[config.mk]
export PLATFORM = sky130hd
export DESIGN_NAME = irq_ctrl_top
export DESIGN_NICKNAME = d
export VERILOG_FILES = /design/src/shared/irq_ctrl_pkg.sv /design/src/shared/prio_if.sv /design/src/hw/irq_prio.sv /design/src/hw/irq_ctrl_top.sv
export SDC_FILE = /design/constraint.sdc
export NUM_CORES = 1
export LEC_CHECK = 0
export BUFFER_PORTS_ARGS = -buffer_cell sky130_fd_sc_hd__buf_2
export CAP_MARGIN = 20
export CELL_PAD_IN_SITES_DETAIL_PLACEMENT = 1
export CELL_PAD_IN_SITES_GLOBAL_PLACEMENT = 1
export CORE_UTILIZATION = 41
export CTS_CLUSTER_DIAMETER = 60
export DETAILED_ROUTE_END_ITERATION = 7
export PLACE_DENSITY_LB_ADDON = 0.05
export SYNTH_ARGS = -nofsm -noshare
export SYNTH_HDL_FRONTEND = slang
export SYNTH_HIERARCHICAL = 1
export SYNTH_SLANG_ARGS = --single-unit
[constraint.sdc]
create_clock -name clk_sys -period 2.5 [get_ports clk_sys]
set_input_delay 0.375 -clock clk_sys [delete_from_list [all_inputs] [get_ports clk_sys]]
set_output_delay 0.375 -clock clk_sys [all_outputs]
set_load 0.02 [all_outputs]
[src/shared/irq_ctrl_pkg.sv]
package irq_ctrl_pkg;
    localparam int NSRC = 11;
    localparam int STACK_DEPTH = 12;
    localparam int CTRL_W = 14;
    // source indices, lower index wins
    localparam logic [3:0] SRC_PWD = 4'h0;
    localparam logic [3:0] SRC_IRQ_A = 4'h1;
    localparam logic [3:0] SRC_LVL_B = 4'h2;
    localparam logic [3:0] SRC_LVL_A = 4'h3;
    localparam logic [3:0] SRC_SP0_TX = 4'h4;
    localparam logic [3:0] SRC_SP0_RX = 4'h5;
    localparam logic [3:0] SRC_EDGE = 4'h6;
    localparam logic [3:0] SRC_BYTE_DMA_PORT = 4'h7;
    localparam logic [3:0] SRC_SP1_TX = 4'h8;
    localparam logic [3:0] SRC_SP1_RX = 4'h9;
    localparam logic [3:0] SRC_TIMER = 4'hA;
    localparam logic [3:0] IDX_RESET = 4'hE;
    localparam logic [3:0] IDX_NONE = 4'hF;
    // register byte offsets
    localparam logic [7:0] ADDR_MASK = 8'h00;
    localparam logic [7:0] ADDR_CTRL = 8'h04;
    localparam logic [7:0] ADDR_FORCE = 8'h08;
    localparam logic [7:0] ADDR_STATUS = 8'h0C;
    localparam logic [7:0] ADDR_FLAGS = 8'h10;
    localparam logic [7:0] ADDR_GIE = 8'h14;
    // field positions
    localparam int CTRL_EDGE_A = 0;
    localparam int CTRL_EDGE_RX = 1;
    localparam int CTRL_EDGE_TX = 2;
    localparam int CTRL_NEST = 4;
    localparam int CTRL_ALT = 5;
    localparam int CTRL_PUCB = 6;
    localparam int CTRL_ABUF_LO = 8;
    localparam int CTRL_FO = 12;
    localparam int CTRL_SCLK = 13;
    localparam int FORCE_CLR_LO = 16;
    localparam int STAT_ACT_LO = 16;
    localparam int STAT_DEPTH_LO = 24;
    localparam int STAT_GIE = 31;
    localparam int GIE_ON = 0;
    localparam int GIE_OFF = 1;
    // reset values
    localparam logic [NSRC-2:0] MASK_RST = 10'h000;
    localparam logic [CTRL_W-1:0] CTRL_RST = 14'h0000;
    localparam logic GIE_RST = 1'b1;
    localparam logic [3:0] PIN_IDLE = 4'hF;
    localparam logic [13:0] VEC_RESET = 14'h0000;
    localparam logic [1:0] RESP_OKAY = 2'h0;
    localparam logic [1:0] RESP_SLVERR = 2'h2;

    typedef enum logic {WR_IDLE = 1'b0, WR_RESP = 1'b1} wr_state_t;

    function automatic logic [13:0] vec_of(input logic [3:0] idx);
        case (idx)
            SRC_PWD: vec_of = 14'h002C;
            SRC_IRQ_A: vec_of = 14'h0004;
            SRC_LVL_B: vec_of = 14'h0008;
            SRC_LVL_A: vec_of = 14'h000C;
            SRC_SP0_TX: vec_of = 14'h0010;
            SRC_SP0_RX: vec_of = 14'h0014;
            SRC_EDGE: vec_of = 14'h0018;
            SRC_BYTE_DMA_PORT: vec_of = 14'h001C;
            SRC_SP1_TX: vec_of = 14'h0020;
            SRC_SP1_RX: vec_of = 14'h0024;
            SRC_TIMER: vec_of = 14'h0028;
            default: vec_of = VEC_RESET;
        endcase
    endfunction
endpackage

[src/shared/prio_if.sv]
`timescale 1ns/100ps
`default_nettype none
interface prio_if;
    import irq_ctrl_pkg::*;
    logic clk;
    logic rstn;
    logic [NSRC-1:0] pend;
    logic [NSRC-2:0] mask;
    logic gie;
    logic blocked;
    logic nest_en;
    logic [3:0] act_idx;
    logic sel_valid;
    logic [3:0] sel_idx;
    modport ctl (output clk, rstn, pend, mask, gie, blocked, nest_en,
        act_idx, input sel_valid, sel_idx);
    modport prio (input clk, rstn, pend, mask, gie, blocked, nest_en,
        act_idx, output sel_valid, sel_idx);
endinterface
`default_nettype wire

[src/hw/irq_prio.sv]
`timescale 1ns/100ps
`default_nettype none
module irq_prio (
    prio_if.prio p
);
    import irq_ctrl_pkg::*;
    logic [NSRC-1:0] elig;
    logic [NSRC-1:0] mask_ext;

    // power-down has no mask bit
    assign mask_ext = {p.mask, 1'b1};

    // requests that may be taken this cycle
    always_comb begin
        for (int i = 0; i < NSRC; i++) begin
            elig[i] = p.pend[i] && mask_ext[i]
                && p.gie && !p.blocked
                && (p.act_idx == IDX_NONE
                    || (p.nest_en && 4'(i) < p.act_idx));
        end
    end

    // lowest index wins, fixed order
    always_comb begin
        p.sel_valid = 1'b0;
        p.sel_idx = IDX_NONE;
        for (int i = NSRC - 1; i >= 0; i--) begin
            if (elig[i]) begin
                p.sel_valid = 1'b1;
                p.sel_idx = 4'(i);
            end
        end
    end
endmodule
`default_nettype wire

[src/hw/irq_ctrl_top.sv]
`timescale 1ns/100ps
`default_nettype none
module irq_ctrl_top (
    input wire logic clk_sys,
    input wire logic rstn,
    input wire logic [7:0] s_axi_awaddr,
    input wire logic s_axi_awvalid,
    output logic s_axi_awready,
    input wire logic [31:0] s_axi_wdata,
    input wire logic [3:0] s_axi_wstrb,
    input wire logic s_axi_wvalid,
    output logic s_axi_wready,
    output logic [1:0] s_axi_bresp,
    output logic s_axi_bvalid,
    input wire logic s_axi_bready,
    input wire logic [7:0] s_axi_araddr,
    input wire logic s_axi_arvalid,
    output logic s_axi_arready,
    output logic [31:0] s_axi_rdata,
    output logic [1:0] s_axi_rresp,
    output logic s_axi_rvalid,
    input wire logic s_axi_rready,
    input wire logic ext_irq_prog_a_n,
    input wire logic level_irq_b_n,
    input wire logic level_irq_a_n,
    input wire logic edge_irq_n,
    input wire logic sport_alt_irq_rx_n,
    input wire logic sport_alt_irq_tx_n,
    input wire logic alt_flag_in,
    input wire logic pwd_req,
    input wire logic pwrup_wake,
    input wire logic [3:0] sp_word_done,
    input wire logic [3:0] sp_buf_done,
    input wire logic byte_dma_port_done,
    input wire logic timer_tick,
    input wire logic vec_ack,
    input wire logic vec_rti,
    input wire logic stk_push,
    input wire logic stk_pop,
    output logic vec_valid,
    output logic [13:0] vec_addr,
    output logic alt_flag_out,
    output logic serial_port_one_alt_mode,
    output logic serial_port_one_sclk_int_en
);
    import irq_ctrl_pkg::*;

    logic awready_r, wready_r, bvalid_r, arready_r, rvalid_r;
    logic [1:0] bresp_r, rresp_r;
    logic [31:0] rdata_r;
    logic [7:0] awaddr_r;
    logic [31:0] wdata_r;
    logic [3:0] wstrb_r;
    logic aw_got_r, w_got_r;
    wr_state_t wr_st_r;
    logic [NSRC-2:0] mask_r;
    logic [CTRL_W-1:0] ctrl_r;
    logic gie_r, block_r, rst_req_r;
    logic [NSRC-1:0] latch_r;
    logic vec_valid_r;
    logic [3:0] vec_idx_r;
    logic [13:0] vec_addr_r;
    logic [3:0] act_r;
    logic [3:0] stk_r [STACK_DEPTH];
    logic [3:0] depth_r;
    logic [3:0] pin_prev_r;
    logic [3:0] pin_now, pin_fall, sec_ev;
    logic [NSRC-1:0] ev, lvl, pend, force_set, force_clr, ack_src;
    logic [31:0] wmask, wval, rd_val;
    logic wr_do, wr_hit, wr_mask, wr_ctrl, wr_force, wr_gie, rd_hit;
    logic ack_take, ack_rst, push_req, pop_req;
    logic alt_mode;

    assign s_axi_awready = awready_r;
    assign s_axi_wready = wready_r;
    assign s_axi_bvalid = bvalid_r;
    assign s_axi_bresp = bresp_r;
    assign s_axi_arready = arready_r;
    assign s_axi_rvalid = rvalid_r;
    assign s_axi_rdata = rdata_r;
    assign s_axi_rresp = rresp_r;
    assign vec_valid = vec_valid_r;
    assign vec_addr = vec_addr_r;
    // port one clock enable does not depend on the alternate mode
    assign serial_port_one_sclk_int_en = ctrl_r[CTRL_SCLK];
    assign serial_port_one_alt_mode = ctrl_r[CTRL_ALT];
    assign alt_flag_out = ctrl_r[CTRL_FO];
    assign alt_mode = ctrl_r[CTRL_ALT];

    // write decode, byte lanes merged into one mask
    assign wr_do = (wr_st_r == WR_IDLE) && aw_got_r && w_got_r;
    assign wmask = {{8{wstrb_r[3]}}, {8{wstrb_r[2]}},
        {8{wstrb_r[1]}}, {8{wstrb_r[0]}}};
    assign wval = wdata_r & wmask;
    assign wr_mask = wr_do && awaddr_r == ADDR_MASK;
    assign wr_ctrl = wr_do && awaddr_r == ADDR_CTRL;
    assign wr_force = wr_do && awaddr_r == ADDR_FORCE;
    assign wr_gie = wr_do && awaddr_r == ADDR_GIE;
    assign wr_hit = wr_mask || wr_ctrl || wr_force || wr_gie
        || awaddr_r == ADDR_STATUS || awaddr_r == ADDR_FLAGS;
    // force register only acts on the write, reads back zero
    assign force_set = wr_force ? wval[NSRC-1:0] : '0;
    assign force_clr = wr_force ? wval[FORCE_CLR_LO +: NSRC] : '0;

    // write address channel, one write in flight
    always_ff @(posedge clk_sys or negedge rstn) begin
        if (!rstn) begin
            awready_r <= 1'b0;
            aw_got_r <= 1'b0;
            awaddr_r <= 8'h00;
        end else if (s_axi_awvalid && awready_r) begin
            awready_r <= 1'b0;
            aw_got_r <= 1'b1;
            awaddr_r <= {s_axi_awaddr[7:2], 2'b00};
        end else if (wr_st_r == WR_RESP && s_axi_bready) begin
            aw_got_r <= 1'b0;
        end else if (wr_st_r == WR_IDLE && !aw_got_r) begin
            awready_r <= 1'b1;
        end
    end

    // write data channel, taken in either order with the address
    always_ff @(posedge clk_sys or negedge rstn) begin
        if (!rstn) begin
            wready_r <= 1'b0;
            w_got_r <= 1'b0;
            wdata_r <= 32'h0000_0000;
            wstrb_r <= 4'h0;
        end else if (s_axi_wvalid && wready_r) begin
            wready_r <= 1'b0;
            w_got_r <= 1'b1;
            wdata_r <= s_axi_wdata;
            wstrb_r <= s_axi_wstrb;
        end else if (wr_st_r == WR_RESP && s_axi_bready) begin
            w_got_r <= 1'b0;
        end else if (wr_st_r == WR_IDLE && !w_got_r) begin
            wready_r <= 1'b1;
        end
    end

    // write response follows both halves
    always_ff @(posedge clk_sys or negedge rstn) begin
        if (!rstn) begin
            wr_st_r <= WR_IDLE;
            bvalid_r <= 1'b0;
            bresp_r <= RESP_OKAY;
        end else begin
            case (wr_st_r)
                WR_IDLE: begin
                    if (wr_do) begin
                        bvalid_r <= 1'b1;
                        bresp_r <= wr_hit ? RESP_OKAY : RESP_SLVERR;
                        wr_st_r <= WR_RESP;
                    end
                end
                WR_RESP: begin
                    if (s_axi_bready) begin
                        bvalid_r <= 1'b0;
                        wr_st_r <= WR_IDLE;
                    end
                end
                default: wr_st_r <= WR_IDLE;
            endcase
        end
    end

    // read mux; flag pins read back while still raising interrupts
    always_comb begin
        rd_val = 32'h0000_0000;
        rd_hit = 1'b1;
        case ({s_axi_araddr[7:2], 2'b00})
            ADDR_MASK: rd_val[NSRC-2:0] = mask_r;
            ADDR_CTRL: rd_val[CTRL_W-1:0] = ctrl_r;
            ADDR_FORCE: rd_val = 32'h0000_0000;
            ADDR_STATUS: begin
                rd_val[NSRC-1:0] = pend;
                rd_val[STAT_ACT_LO +: 4] = act_r;
                rd_val[STAT_DEPTH_LO +: 4] = depth_r;
                rd_val[STAT_GIE] = gie_r;
            end
            ADDR_FLAGS: rd_val[4:0] = {alt_flag_in, ext_irq_prog_a_n,
                level_irq_b_n, level_irq_a_n, edge_irq_n};
            ADDR_GIE: rd_val[GIE_ON] = gie_r;
            default: rd_hit = 1'b0;
        endcase
    end

    // read channel, answer one cycle after the address is taken
    always_ff @(posedge clk_sys or negedge rstn) begin
        if (!rstn) begin
            arready_r <= 1'b0;
            rvalid_r <= 1'b0;
            rdata_r <= 32'h0000_0000;
            rresp_r <= RESP_OKAY;
        end else if (s_axi_arvalid && arready_r) begin
            arready_r <= 1'b0;
            rvalid_r <= 1'b1;
            rdata_r <= rd_val;
            rresp_r <= rd_hit ? RESP_OKAY : RESP_SLVERR;
        end else if (rvalid_r && s_axi_rready) begin
            rvalid_r <= 1'b0;
        end else if (!rvalid_r) begin
            arready_r <= 1'b1;
        end
    end

    // software registers
    always_ff @(posedge clk_sys or negedge rstn) begin
        if (!rstn) begin
            mask_r <= MASK_RST;
            ctrl_r <= CTRL_RST;
        end else begin
            if (wr_mask) begin
                mask_r <= (mask_r & ~wmask[NSRC-2:0]) | wval[NSRC-2:0];
            end
            if (wr_ctrl) begin
                ctrl_r <= (ctrl_r & ~wmask[CTRL_W-1:0]) | wval[CTRL_W-1:0];
            end
        end
    end

    // global enable, stands for the enable and disable instructions
    always_ff @(posedge clk_sys or negedge rstn) begin
        if (!rstn) begin
            gie_r <= GIE_RST;
        end else if (wr_gie && wval[GIE_ON]) begin
            gie_r <= 1'b1;
        end else if (wr_gie && wval[GIE_OFF]) begin
            gie_r <= 1'b0;
        end
    end

    // one dead cycle after a mask write; event latching carries on
    always_ff @(posedge clk_sys or negedge rstn) begin
        if (!rstn) begin
            block_r <= 1'b0;
        end else begin
            block_r <= wr_mask;
        end
    end

    // pins idle high, so the first sample cannot fake an edge
    always_ff @(posedge clk_sys or negedge rstn) begin
        if (!rstn) begin
            pin_prev_r <= PIN_IDLE;
        end else begin
            pin_prev_r <= pin_now;
        end
    end
    assign pin_now = {sport_alt_irq_tx_n, sport_alt_irq_rx_n,
        edge_irq_n, ext_irq_prog_a_n};
    assign pin_fall = pin_prev_r & ~pin_now;

    // serial sections: per word, or per buffer when autobuffering
    for (genvar k = 0; k < 4; k++) begin : g_sec
        assign sec_ev[k] = ctrl_r[CTRL_ABUF_LO + k] ? sp_buf_done[k]
            : sp_word_done[k];
    end

    // edge events per source
    always_comb begin
        ev = '0;
        ev[SRC_PWD] = pwd_req;
        ev[SRC_IRQ_A] = ctrl_r[CTRL_EDGE_A] && pin_fall[0];
        ev[SRC_SP0_TX] = sec_ev[0];
        ev[SRC_SP0_RX] = sec_ev[1];
        ev[SRC_EDGE] = pin_fall[1];
        ev[SRC_BYTE_DMA_PORT] = byte_dma_port_done;
        ev[SRC_SP1_TX] = alt_mode ? ctrl_r[CTRL_EDGE_TX] && pin_fall[3]
            : sec_ev[2];
        ev[SRC_SP1_RX] = alt_mode ? ctrl_r[CTRL_EDGE_RX] && pin_fall[2]
            : sec_ev[3];
        ev[SRC_TIMER] = timer_tick;
    end

    // level requests pass straight through, never latched
    always_comb begin
        lvl = '0;
        lvl[SRC_IRQ_A] = !ctrl_r[CTRL_EDGE_A] && !ext_irq_prog_a_n;
        lvl[SRC_LVL_B] = !level_irq_b_n;
        lvl[SRC_LVL_A] = !level_irq_a_n;
        lvl[SRC_SP1_TX] = alt_mode && !ctrl_r[CTRL_EDGE_TX]
            && !sport_alt_irq_tx_n;
        lvl[SRC_SP1_RX] = alt_mode && !ctrl_r[CTRL_EDGE_RX]
            && !sport_alt_irq_rx_n;
    end

    assign ack_take = vec_ack && vec_valid_r;
    assign ack_rst = ack_take && vec_idx_r == IDX_RESET;

    // latched requests; a new event beats a clear in the same cycle
    for (genvar g = 0; g < NSRC; g++) begin : g_latch
        assign ack_src[g] = ack_take && vec_idx_r == 4'(g);
        always_ff @(posedge clk_sys or negedge rstn) begin
            if (!rstn) begin
                latch_r[g] <= 1'b0;
            end else if (ev[g] || force_set[g]) begin
                latch_r[g] <= 1'b1;
            end else if (force_clr[g] || ack_src[g]) begin
                latch_r[g] <= 1'b0;
            end
        end
    end
    assign pend = latch_r | lvl;

    prio_if pif();
    assign pif.clk = clk_sys;
    assign pif.rstn = rstn;
    assign pif.pend = pend;
    assign pif.mask = mask_r;
    assign pif.gie = gie_r;
    assign pif.blocked = block_r;
    assign pif.nest_en = ctrl_r[CTRL_NEST];
    assign pif.act_idx = act_r;

    irq_prio u_prio (
        .p(pif.prio)
    );

    // reset request outranks all and ignores enables
    always_ff @(posedge clk_sys or negedge rstn) begin
        if (!rstn) begin
            rst_req_r <= 1'b1;
        end else if (pwrup_wake && ctrl_r[CTRL_PUCB]) begin
            rst_req_r <= 1'b1;
        end else if (ack_rst) begin
            rst_req_r <= 1'b0;
        end
    end

    // vector offer; dropped on the ack edge so a stale one never repeats
    always_ff @(posedge clk_sys or negedge rstn) begin
        if (!rstn) begin
            vec_valid_r <= 1'b0;
            vec_idx_r <= IDX_RESET;
            vec_addr_r <= VEC_RESET;
        end else if (ack_take) begin
            vec_valid_r <= 1'b0;
        end else if (rst_req_r) begin
            vec_valid_r <= 1'b1;
            vec_idx_r <= IDX_RESET;
            vec_addr_r <= VEC_RESET;
        end else begin
            vec_valid_r <= pif.sel_valid;
            vec_idx_r <= pif.sel_idx;
            vec_addr_r <= vec_of(pif.sel_idx);
        end
    end

    // status stack, shared with loop and call nesting
    assign push_req = (ack_take && !ack_rst) || stk_push;
    assign pop_req = vec_rti || stk_pop;

    // overflow drops the newest context, depth holds at 12; software watches depth
    always_ff @(posedge clk_sys or negedge rstn) begin
        if (!rstn) begin
            depth_r <= 4'h0;
            act_r <= IDX_NONE;
        end else if (ack_rst) begin
            depth_r <= 4'h0;
            act_r <= IDX_NONE;
        end else if (push_req) begin
            if (depth_r < STACK_DEPTH) begin
                depth_r <= depth_r + 4'h1;
            end
            if (ack_take) begin
                act_r <= vec_idx_r;
            end
        end else if (pop_req && depth_r != 4'h0) begin
            depth_r <= depth_r - 4'h1;
            if (vec_rti) begin
                act_r <= stk_r[depth_r - 4'h1];
            end
        end
    end

    // stack storage, no reset needed
    always_ff @(posedge clk_sys) begin
        if (push_req && !ack_rst && depth_r < STACK_DEPTH) begin
            stk_r[depth_r] <= act_r;
        end
    end
endmodule
`default_nettype wire

# After elaboration in Yosys (flattened, before gate mapping)
# Memories as Yosys holds them, arrays and structs flattened.
# Cells that the tools add are included.
# word_totals
register_bits,141
ram_bits,48
romBits,64
input_bits,82
out_inout_bits,59
elab_cells,372
memories,2
# op_classes
add_sub_neg,2
order_cmp,12
n_eq_ne,30
mux,102
bitwise_logic,11
reduce_logical,177
# mem_list
name,depth,width,read_ports,rd_ports_with_merged_regs,wr,line_no,source
(no name shown),16,4,1,0,0,irq_ctrl_pkg.sv:54,case (idx)
stk_r,12,4,1,0,1,irq_ctrl_top.sv:64,logic [3:0] stk_r [STACK_DEPTH];
# ops
cell,count
1-bit logical AND,95
4-bit two-way mux,20
1-bit two-way mux,67
1-bit logical OR,38
2-bit nonzero test,18
27-bit bitwise AND,1
"6-bit by 2-bit == test with 1-bit output, second input constant",4
"6-bit by 3-bit == test with 1-bit output, second input constant",4
11-bit two-way mux,2
"4-bit == test, second input constant",5
"4-bit by 3-bit == test with 1-bit output, second input constant",4
"3-bit by 4-bit < comparator with 1-bit output, first input constant",4
4-bit one-hot mux with 4 select lines,1
5-bit one-hot mux with 3 select lines,1
14-bit bitwise AND,1
14-bit two-way mux,1
14-bit NOT,1
14-bit OR,1
"6-bit by 1-bit == test with 1-bit output, second input constant",2
1-bit logical NOT,12
"4-bit < comparator, first input constant",3
3-bit two-way mux,4
2-bit AND reduction,6
11-bit by 10-bit OR with 11-bit output,1
27 further kinds,38

# Depth between registers and ports, before layout
# Gate-level depths: netlist of the first run.
# logic_depth
word_depth,21
ltp_mapped,11
ltp_nobuf,11

# Cells and area by module
# Netlist of the first run, hierarchy kept.
# by_module_without_submodules
mod,n_inst,cells_per_inst,area_per_inst_um2,seq_area_each_um2
irq_ctrl_top,1,597,7709.9,4635.7
irq_prio,1,69,450.4,0.0

# Worst setup path before layout of the first run
# Ideal clock, no wire load.
# synth_timing
path_type,register to register
startpoint,register depth_r[0]
endpoint,register act_r[2]
setup_ps,89
t_arrival_ps,2555
required_time_ps,2411
path_slack_ps,-143
stages_incl_launch_ff,10
path_buffers,4
synth_period_minus_slack_ps,2643
cell_sequence,dfrtp_1 -> clkbuf_1 -> buf_2 -> inv_1 -> ha_1 -> buf_1 -> buf_2 -> mux4_2 -> o21ai_0 -> o22ai_1
# synth_via
elab_chain_len,6
elab_cells_between_ends,10
classes_between,1 x add/sub; 4 x mux; 4 x reduce/logical; 1 x memory
# synth_lines
item,line_no,source
from (decl),irq_ctrl_top.sv:65,logic [3:0] depth_r;
from (signal assigned),irq_ctrl_top.sv:364,depth_r <= depth_r + 4'h1;
from (signal assigned),irq_ctrl_top.sv:370,depth_r <= depth_r - 4'h1;
4-bit by 1-bit subtractor with 4-bit output,irq_ctrl_top.sv:372,act_r <= stk_r[depth_r - 4'h1];
memory 12 x 4 bit,n/a,
4-bit two-way mux,irq_ctrl_top.sv:371,if (vec_rti) begin
4-bit two-way mux,irq_ctrl_top.sv:369,end else if (pop_req && depth_r != 4'h0) begin
4-bit two-way mux,irq_ctrl_top.sv:362,end else if (push_req) begin
4-bit two-way mux,irq_ctrl_top.sv:359,end else if (ack_rst) begin
to (signal assigned),irq_ctrl_top.sv:367,act_r <= vec_idx_r;
to (signal assigned),irq_ctrl_top.sv:372,
to (decl),irq_ctrl_top.sv:63,logic [3:0] act_r;
# Parallel ways exist; a longest one is shown, timed or not. The select of a mux whose other input is x is not followed.
# A chain may end at the register's enable or synchronous reset.

# Worst setup path in the final report of the first run
# layout_timing
startpoint,register act_r[3]
endpoint,"register vec_addr_r[2], in the netlist vec_addr[2]"
# layout_via
elab_chain_len,17
elab_cells_between_ends,58
classes_between,11 x order compare; 1 x eq/ne; 12 x mux; 33 x reduce/logical; 1 x memory
# layout_lines
item,line_no,source
4-bit < comparator,irq_prio.sv:19,|| (p.nest_en && 4'(i) < p.act_idx));
1-bit logical AND,irq_prio.sv:19,
1-bit logical OR,irq_prio.sv:19,
1-bit logical AND,irq_prio.sv:18,&& (p.act_idx == IDX_NONE
3-bit two-way mux (3 in series),irq_prio.sv:28,if (elig[i]) begin
4-bit two-way mux (7 in series),irq_prio.sv:28,
4-bit two-way mux (*),irq_prio.sv:28,
via pif.sel_idx[0],prio_if.sv:14,logic [3:0] sel_idx;
memory 16 x 4 bit (*),n/a,
14-bit two-way mux (*),irq_ctrl_top.sv:339,end else if (rst_req_r) begin
to (signal assigned),irq_ctrl_top.sv:346,vec_addr_r <= vec_of(pif.sel_idx);
to (decl),irq_ctrl_top.sv:62,logic [13:0] vec_addr_r;
# Mark *: on every way through the listed nets, which the timed path passes. The rest lies on a longest branch.

==> results of run 1 <==
cell usage after synthesis, types with 3 or more instances:
cell,count
buf_2,5
mux2_2,63
nand2_1,56
a31oi_1,16
a22oi_1,8
o21ai_0,37
nand3_1,17
and2_1,12
o22ai_1,7
nor3b_1,4
a221oi_1,5
clkbuf_1,18
dfrtp_1,114
a21oi_1,23
a311o_1,8
nand2b_1,6
inv_1,13
nor2_1,27
mux4_2,7
o21a_1,7
buf_6,3
nor3_1,8
nand4b_1,3
dfstp_2,13
o21ai_1,6
ha_1,5
buf_4,21
edfxtp_1,48
and3_1,4
nand3b_1,5
mux2i_1,22
a22o_1,19
or3_1,3
nor2b_1,6
stage by stage:
step                std cells  util, %  worst slack, ns
floorplan                 686        -           0.0145
detailed placement       1048     46.8           0.0196
CTS                      1080     49.6           0.0141
finish                   1087     50.1          -0.0110
global placement         1048     46.8           0.0719
global route             1086     50.1          -0.0379
report_power, final:
part | switching (uW) | internal, uW | leakage (uW)
clock network | 1140 | 1380 | 0.000266
registers | 799 | 3830 | 0.00199
logic | 2040 | 1680 | 0.00197
routing by layer:
layer / wire length (um) / up-vias
met1: 9790 / 2971
met2: 10900 / 114
met3: 807 / 20
li1: - / 2722
met5: 0 / -
met4: 363 / 0
final timing paths:
kind / slack [ns] / to / from / cells after the start
worst max-delay path: -0.01 / vec_addr[2]$_DFFE_PN0N_ / act_r[3]$_DFFE_PN1P_ / 9
worst min-delay path: -0.01 / vec_addr[5]$_DFFE_PN0N_ / rstn / 2
worst max register to register: -0.01 / vec_addr[2]$_DFFE_PN0N_ / act_r[3]$_DFFE_PN1P_ / 9
worst min register to register: 0.48 / s_axi_rresp[1]$_DFFE_PN0P_ / s_axi_rresp[1]$_DFFE_PN0P_ / 2
max in group asynchronous: 1.89 / s_axi_rdata[24]$_DFFE_PN0P_ / rstn / 2
min in group clk_sys: 0.07 / pin_prev_r[3]$_DFF_PN1_ / sport_alt_irq_tx_n / 1
repair_timing:
action	in CTS	in global routing
endpoints found under the setup margin	0	4
resized for setup	0	9
setup buffers	0	6
final cells by class:
cell class / instances / area (sq um) / area share, %
tap: 265 / 332 / 3.40
inverter: 14 / 52.6 / 0.539
antenna: 1 / 2.50 / 0.0257
clock buffer: 20 / 437 / 4.48
sequential: 175 / 4640 / 47.5
clock inverter: 12 / 110 / 1.13
timing repair buffer: 152 / 886 / 9.08
multi-input combinational: 448 / 3300 / 33.8
cell families (layout without fill, tap and decap cells):
family	count (synthesis)	in the layout	synth area share [%]
flops	175	175	56.8
simple gates	163	163	10.4
compound gates	161	161	13.7
mux	92	92	13.3
buf+inv	63	198	4.22
fa+ha+maj	7	7	1.01
xor+xnor	4	4	0.429
other cells	1	22	0.0460
==> results.toml, run 1 <==
[outcome]
status = "complete, but fails checks"
violations = "negative hold slack, negative setup slack"

[final_layout]
fill_cells = 2071
final_common_cell = "dfrtp_1"
final_cell_area_sq_um = 9750
mostFrequentLayoutCells = "114 x dfrtp_1, 107 x buf_2, 63 x mux2_2"
drive_above_1_share_pct = 35.1
area_delta_synth_final_pct = 19.5
finalNetCount = 895

[global_route]
grt_pass1_vias = 6099
use_met2_pct = 37.8
grt_util_met1_pct = 29.8
grt_util_all_layers_pct = 22.5
grt_start_max_net_pins = 128
grt_pass1_wl_um = 34400
globalRouteMet3Util_pct = 3.69
antenna_found_initial = 1
grt-ovfl-total = 0
grt-busiest-layer = "met2"

[setup_path]
path_common_cell = "buf_4"
crit_family = "compound AO/OA/AOI/OAI gates"
cp-end-kind = "flop"
path_max_fanout = 7
crit_slowest_cell = "dfstp_2"
required_ns = 2.81
worstPathCellList = "buf_4 > nor2_1 > a221oi_1 > nor2b_1 > o21a_1 > a21oi_2 > buf_4 > maj3_1 > a22o_1"
crit_type = "flop to flop"
arrival_ns = 2.83
crit_buf_inv = 2
slowest_delay_ns = 0.64
startpoint_type = "flop"

[synth]
ys_async_sr_fraction_pct = 72.6
syn_area_sq_um = 8160
synth-edff-count = 48
yosysTopAreaCellShare_pct = 35.0
synth_area_leader_cell = "dfrtp_1"
avgSynthCellArea_sq_um = 12.3
synthDistinctLibCells = 68
synth.top_cells.by_area = "dfrtp_1 35%, edfxtp_1 18%, mux2_2 8.7%"
synth_warnings = 6
yosysSeqAreaShare_pct = 56.8
synth_seq_cells = 175
netlist_instances = 666
synthFlopType = "dfrtp_1"

[power_and_ir_drop]
p_per_area_nw_per_um2 = 1120
peakVddDrop_v = 0.000555
power_uw = 10900
p_leak_uw = 0.00422

[floorplanning]
core_sq_um = 19500
dieArea_sq_um = 20500
num_rows = 51
die_h_um = 143
fp.dieW_um = 143
ios = 141
initial_core_util_pct = 41.9

[timing]
fin_skew_ns = 0.0110
setup-tns-final_ns = -0.0110
hold_slack_ns = -0.00975
maxSlewViolCount = 0
rsz0062_at_grt = "true"
worstMarginPinSlew_ns = 0.753
slew_headroom_pct = 49.8
hold_viol_final = 4
finalCritPeriodShare_pct = 100
finalCriticalPeriod_ns = 2.51
setup_viol = 1
setup_slack_ns = -0.0110
max_freq_mhz = 398

[placed_design]
place_area_sq_um = 9120
io_buffers = 108
gp_congestion = 0.900
dp_hpwl_um = 16200

[route]
avgRoutedWirePerCell_um = 20.1
drc = 0
ant_nets = 0
drtIter0Drc = 240
route.vias.total = 5827
drtPass1Iterations = 5
viasPerCell = 5.36
wirelength_um = 21900

[clock_tree]
cts_tree = "yes"
numCtsBuffers = 17
clock_latency_ns = 0.43
cts_hold_buffers = 0
cts-root-buf = "clkbuf_16"
cts_max_level = 4
cts.sinks = 175
cts.path.max_buffers = 2
path_clk_slew_ns = 0.06

[flow_run]
cap_viol_max_count = 0

[worst_hold_path]
hp-class = "primary input to async pin"
No activity file was read; power rests on OpenSTA's default activity.
==> inputs of run 2 (changes only) <==
--- a/config.mk
+++ b/config.mk
@@ -5,11 +5,12 @@
 export SDC_FILE = /design/constraint.sdc
 export NUM_CORES = 1
 export LEC_CHECK = 0
+export ABC_AREA = 1
 export BUFFER_PORTS_ARGS = -buffer_cell sky130_fd_sc_hd__buf_2
 export CAP_MARGIN = 20
 export CELL_PAD_IN_SITES_DETAIL_PLACEMENT = 1
 export CELL_PAD_IN_SITES_GLOBAL_PLACEMENT = 1
-export CORE_UTILIZATION = 41
+export CORE_UTILIZATION = 38
 export CTS_CLUSTER_DIAMETER = 60
 export DETAILED_ROUTE_END_ITERATION = 7
 export PLACE_DENSITY_LB_ADDON = 0.05
==> results.toml, run 2 <==
[route]
ant_nets = 0
drtPass1Iterations = 6
drc = 0
avgRoutedWirePerCell_um = 17.2
viasPerCell = 5.00
route.vias.total = 6895
drtIter0Drc = 354
wirelength_um = 23700

[final_layout]
mostFrequentLayoutCells = "241 x nand2_1, 114 x dfrtp_1, 107 x buf_2"
final_common_cell = "nand2_1"
fin_cells = 1379
antenna_cells = 0
fin_util_pct = 46.1
fill_cells = 2649
area_delta_synth_final_pct = 19.0
drive_above_1_share_pct = 22.2
finalNetCount = 1173

[floorplanning]
num_rows = 54
die_h_um = 151
initial_core_util_pct = 38.7
dieArea_sq_um = 22800
ios = 141
core_sq_um = 21800
fp.dieW_um = 151

[placed_design]
io_buffers = 108
dp_cells = 1345
gp_congestion = 0.822
dp_hpwl_um = 17700

[clock_tree]
cts.sinks = 175
cts.path.max_buffers = 2
cts_max_level = 4
path_clk_slew_ns = 0.07
numCtsBuffers = 17
cts_tree = "yes"
cts-root-buf = "clkbuf_16"
clock_latency_ns = 0.44

[setup_path]
crit_type = "flop to flop"
path_max_fanout = 11
arrival_ns = 2.65
required_ns = 2.85
startpoint_type = "flop"
cp-end-kind = "flop"

[synth]
synthDistinctLibCells = 47
yosysTopAreaCellShare_pct = 33.9
avgSynthCellArea_sq_um = 8.84
synth_common_cells = "241 x nand2_1, 114 x dfrtp_1, 97 x nand3_1"
synth.top_cells.by_area = "dfrtp_1 34%, edfxtp_1 17%, nand2_1 11%"
synth_seq_cells = 175
synthFlopType = "dfrtp_1"
synth_area_leader_cell = "dfrtp_1"
ys_async_sr_fraction_pct = 72.6
netlist_instances = 953
synth_warnings = 6
synth-edff-count = 48
yosysSeqAreaShare_pct = 55.0
yosysMostFrequentCell = "nand2_1"
syn_area_sq_um = 8430

[power_and_ir_drop]
peakVddDrop_v = 0.000436
p_leak_uw = 0.00483
p_per_area_nw_per_um2 = 1080

[global_route]
grt_pass1_wl_um = 38100
grt_start_max_net_pins = 52
grt-ovfl-total = 0
grt_util_all_layers_pct = 22.1
antenna_found_initial = 0
grt_pass1_vias = 6959

[worst_hold_path]
hp-class = "primary input to flop"

[timing]
worstMarginPinSlew_ns = 0.706
maxSlewViolCount = 0
fin_skew_ns = 0.0176
max_freq_mhz = 434
slew_headroom_pct = 52.9
finalCritPeriodShare_pct = 92.2
finalCriticalPeriod_ns = 2.30
setup_viol = 0
setup-tns-final_ns = 0
hold_slack_ns = 0.0603
hold_viol_final = 0
rsz0062_at_grt = "false"

[flow_run]
cap_viol_max_count = 0

[outcome]
status = "finished clean"
[run 2: cell count changes in the layout (fill, tap and decap cells not counted), sizes merged, moves of 11 or more]
cell | before | now
nand2 | 56 | 248
inv | 17 | 103
nand3 | 17 | 98
nor2 | 28 | 82
mux2 | 63 | 21
mux2i | 22 | 0
a22o | 19 | 1
o21ai | 46 | 62
and2 | 12 | 0
nand4 | 1 | 13
a21oi | 23 | 34
[run 2: power breakdown]
part           internal (uW)  switching (uW)
Sequential              3750             552
Clock                   1610            1210
Combinational           1210            2470
[run 2: cells by family (layout without fill, tap and decap cells)]
family / after synthesis / in the layout / share of synthesized area, %
and+or+nand+nor: 465 / 465 / 23.9
DFF: 175 / 175 / 55.0
buffers and inverters: 153 / 279 / 8.12
AOI/OAI and AO/OA: 130 / 130 / 9.09
muxes: 21 / 21 / 2.81
adders and majority gates: 5 / 5 / 0.742
xor gates and xnor gates: 3 / 3 / 0.312
other: 1 / 21 / 0.0445
[run 2: worst max-delay path: stages, from the launching register on]
cell and delay (ns):
dfrtp_1 0.45, inv_1 0.21, ha_1 0.50, buf_4 0.24, o21ai_0 0.10, o21ai_0 0.28
nand2_1 0.09, nand2_1 0.12, nand2_1 0.06, a21oi_1 0.17
[run 2: final timing paths]
check | start | end | slack [ns] | cells after the start
max | depth_r[1]$_DFFE_PN0P_ | act_r[0]$_DFFE_PN1P_ | 0.20 | 9
min | sport_alt_irq_tx_n | pin_prev_r[3]$_DFF_PN1_ | 0.06 | 1
max reg2reg | depth_r[1]$_DFFE_PN0P_ | act_r[0]$_DFFE_PN1P_ | 0.20 | 9
min reg2reg | s_axi_rdata[12]$_DFFE_PN0P_ | s_axi_rdata[12]$_DFFE_PN0P_ | 0.48 | 2
max in group asynchronous | rstn | act_r[1]$_DFFE_PN1P_ | 1.31 | 3
min in group asynchronous | rstn | s_axi_rdata[11]$_DFFE_PN0P_ | 0.46 | 2
[run 2: final cells by class]
cell class,count,area [sq um],share of cell area [%]
clock inverters,13,146,1.46
well taps,280,350,3.49
multi-input cells,645,3190,31.8
flip-flops and latches,175,4640,46.2
repair buffers,146,847,8.45
clock buffers,19,475,4.74
inverters,101,380,3.79
[run 2: stage by stage]
| stage | setup slack (ns) | power, uW | instance area, sq um |
|---|---|---|---|
| 2_1_floorplan | 0.312 | 6670 | 8500 |
| 3_3_place_gp | 0.0319 | 7980 | 9380 |
| 3_5_place_dp | 0.00665 | 8070 | 9380 |
| 4_1_cts | 0.0976 | 10900 | 10000 |
| 5_1_grt | 0.000496 | 11500 | 10000 |
| 6_report | 0.195 | 10800 | 10000 |
[run 2: metal layers]
metal  wire length [um]  GRT usage (%)  vias up  share of wire, %
met3                873           3.28       16               3.7
li1                   -              -     3371                 -
met4                264           6.30        0               1.1
met1              11500           31.1     3374                48
met5                  0              0        -                 0
met2              11100           35.3      134                47
[run 2: what timing repair did]
action / 4_1_cts / 5_1_grt
endpoints found under the hold margin: 41 / 0
gates resized for setup: 0 / 3
setup buffers: 0 / 1
hold buffers: 1 / 0
endpoints found under the setup margin: 0 / 1
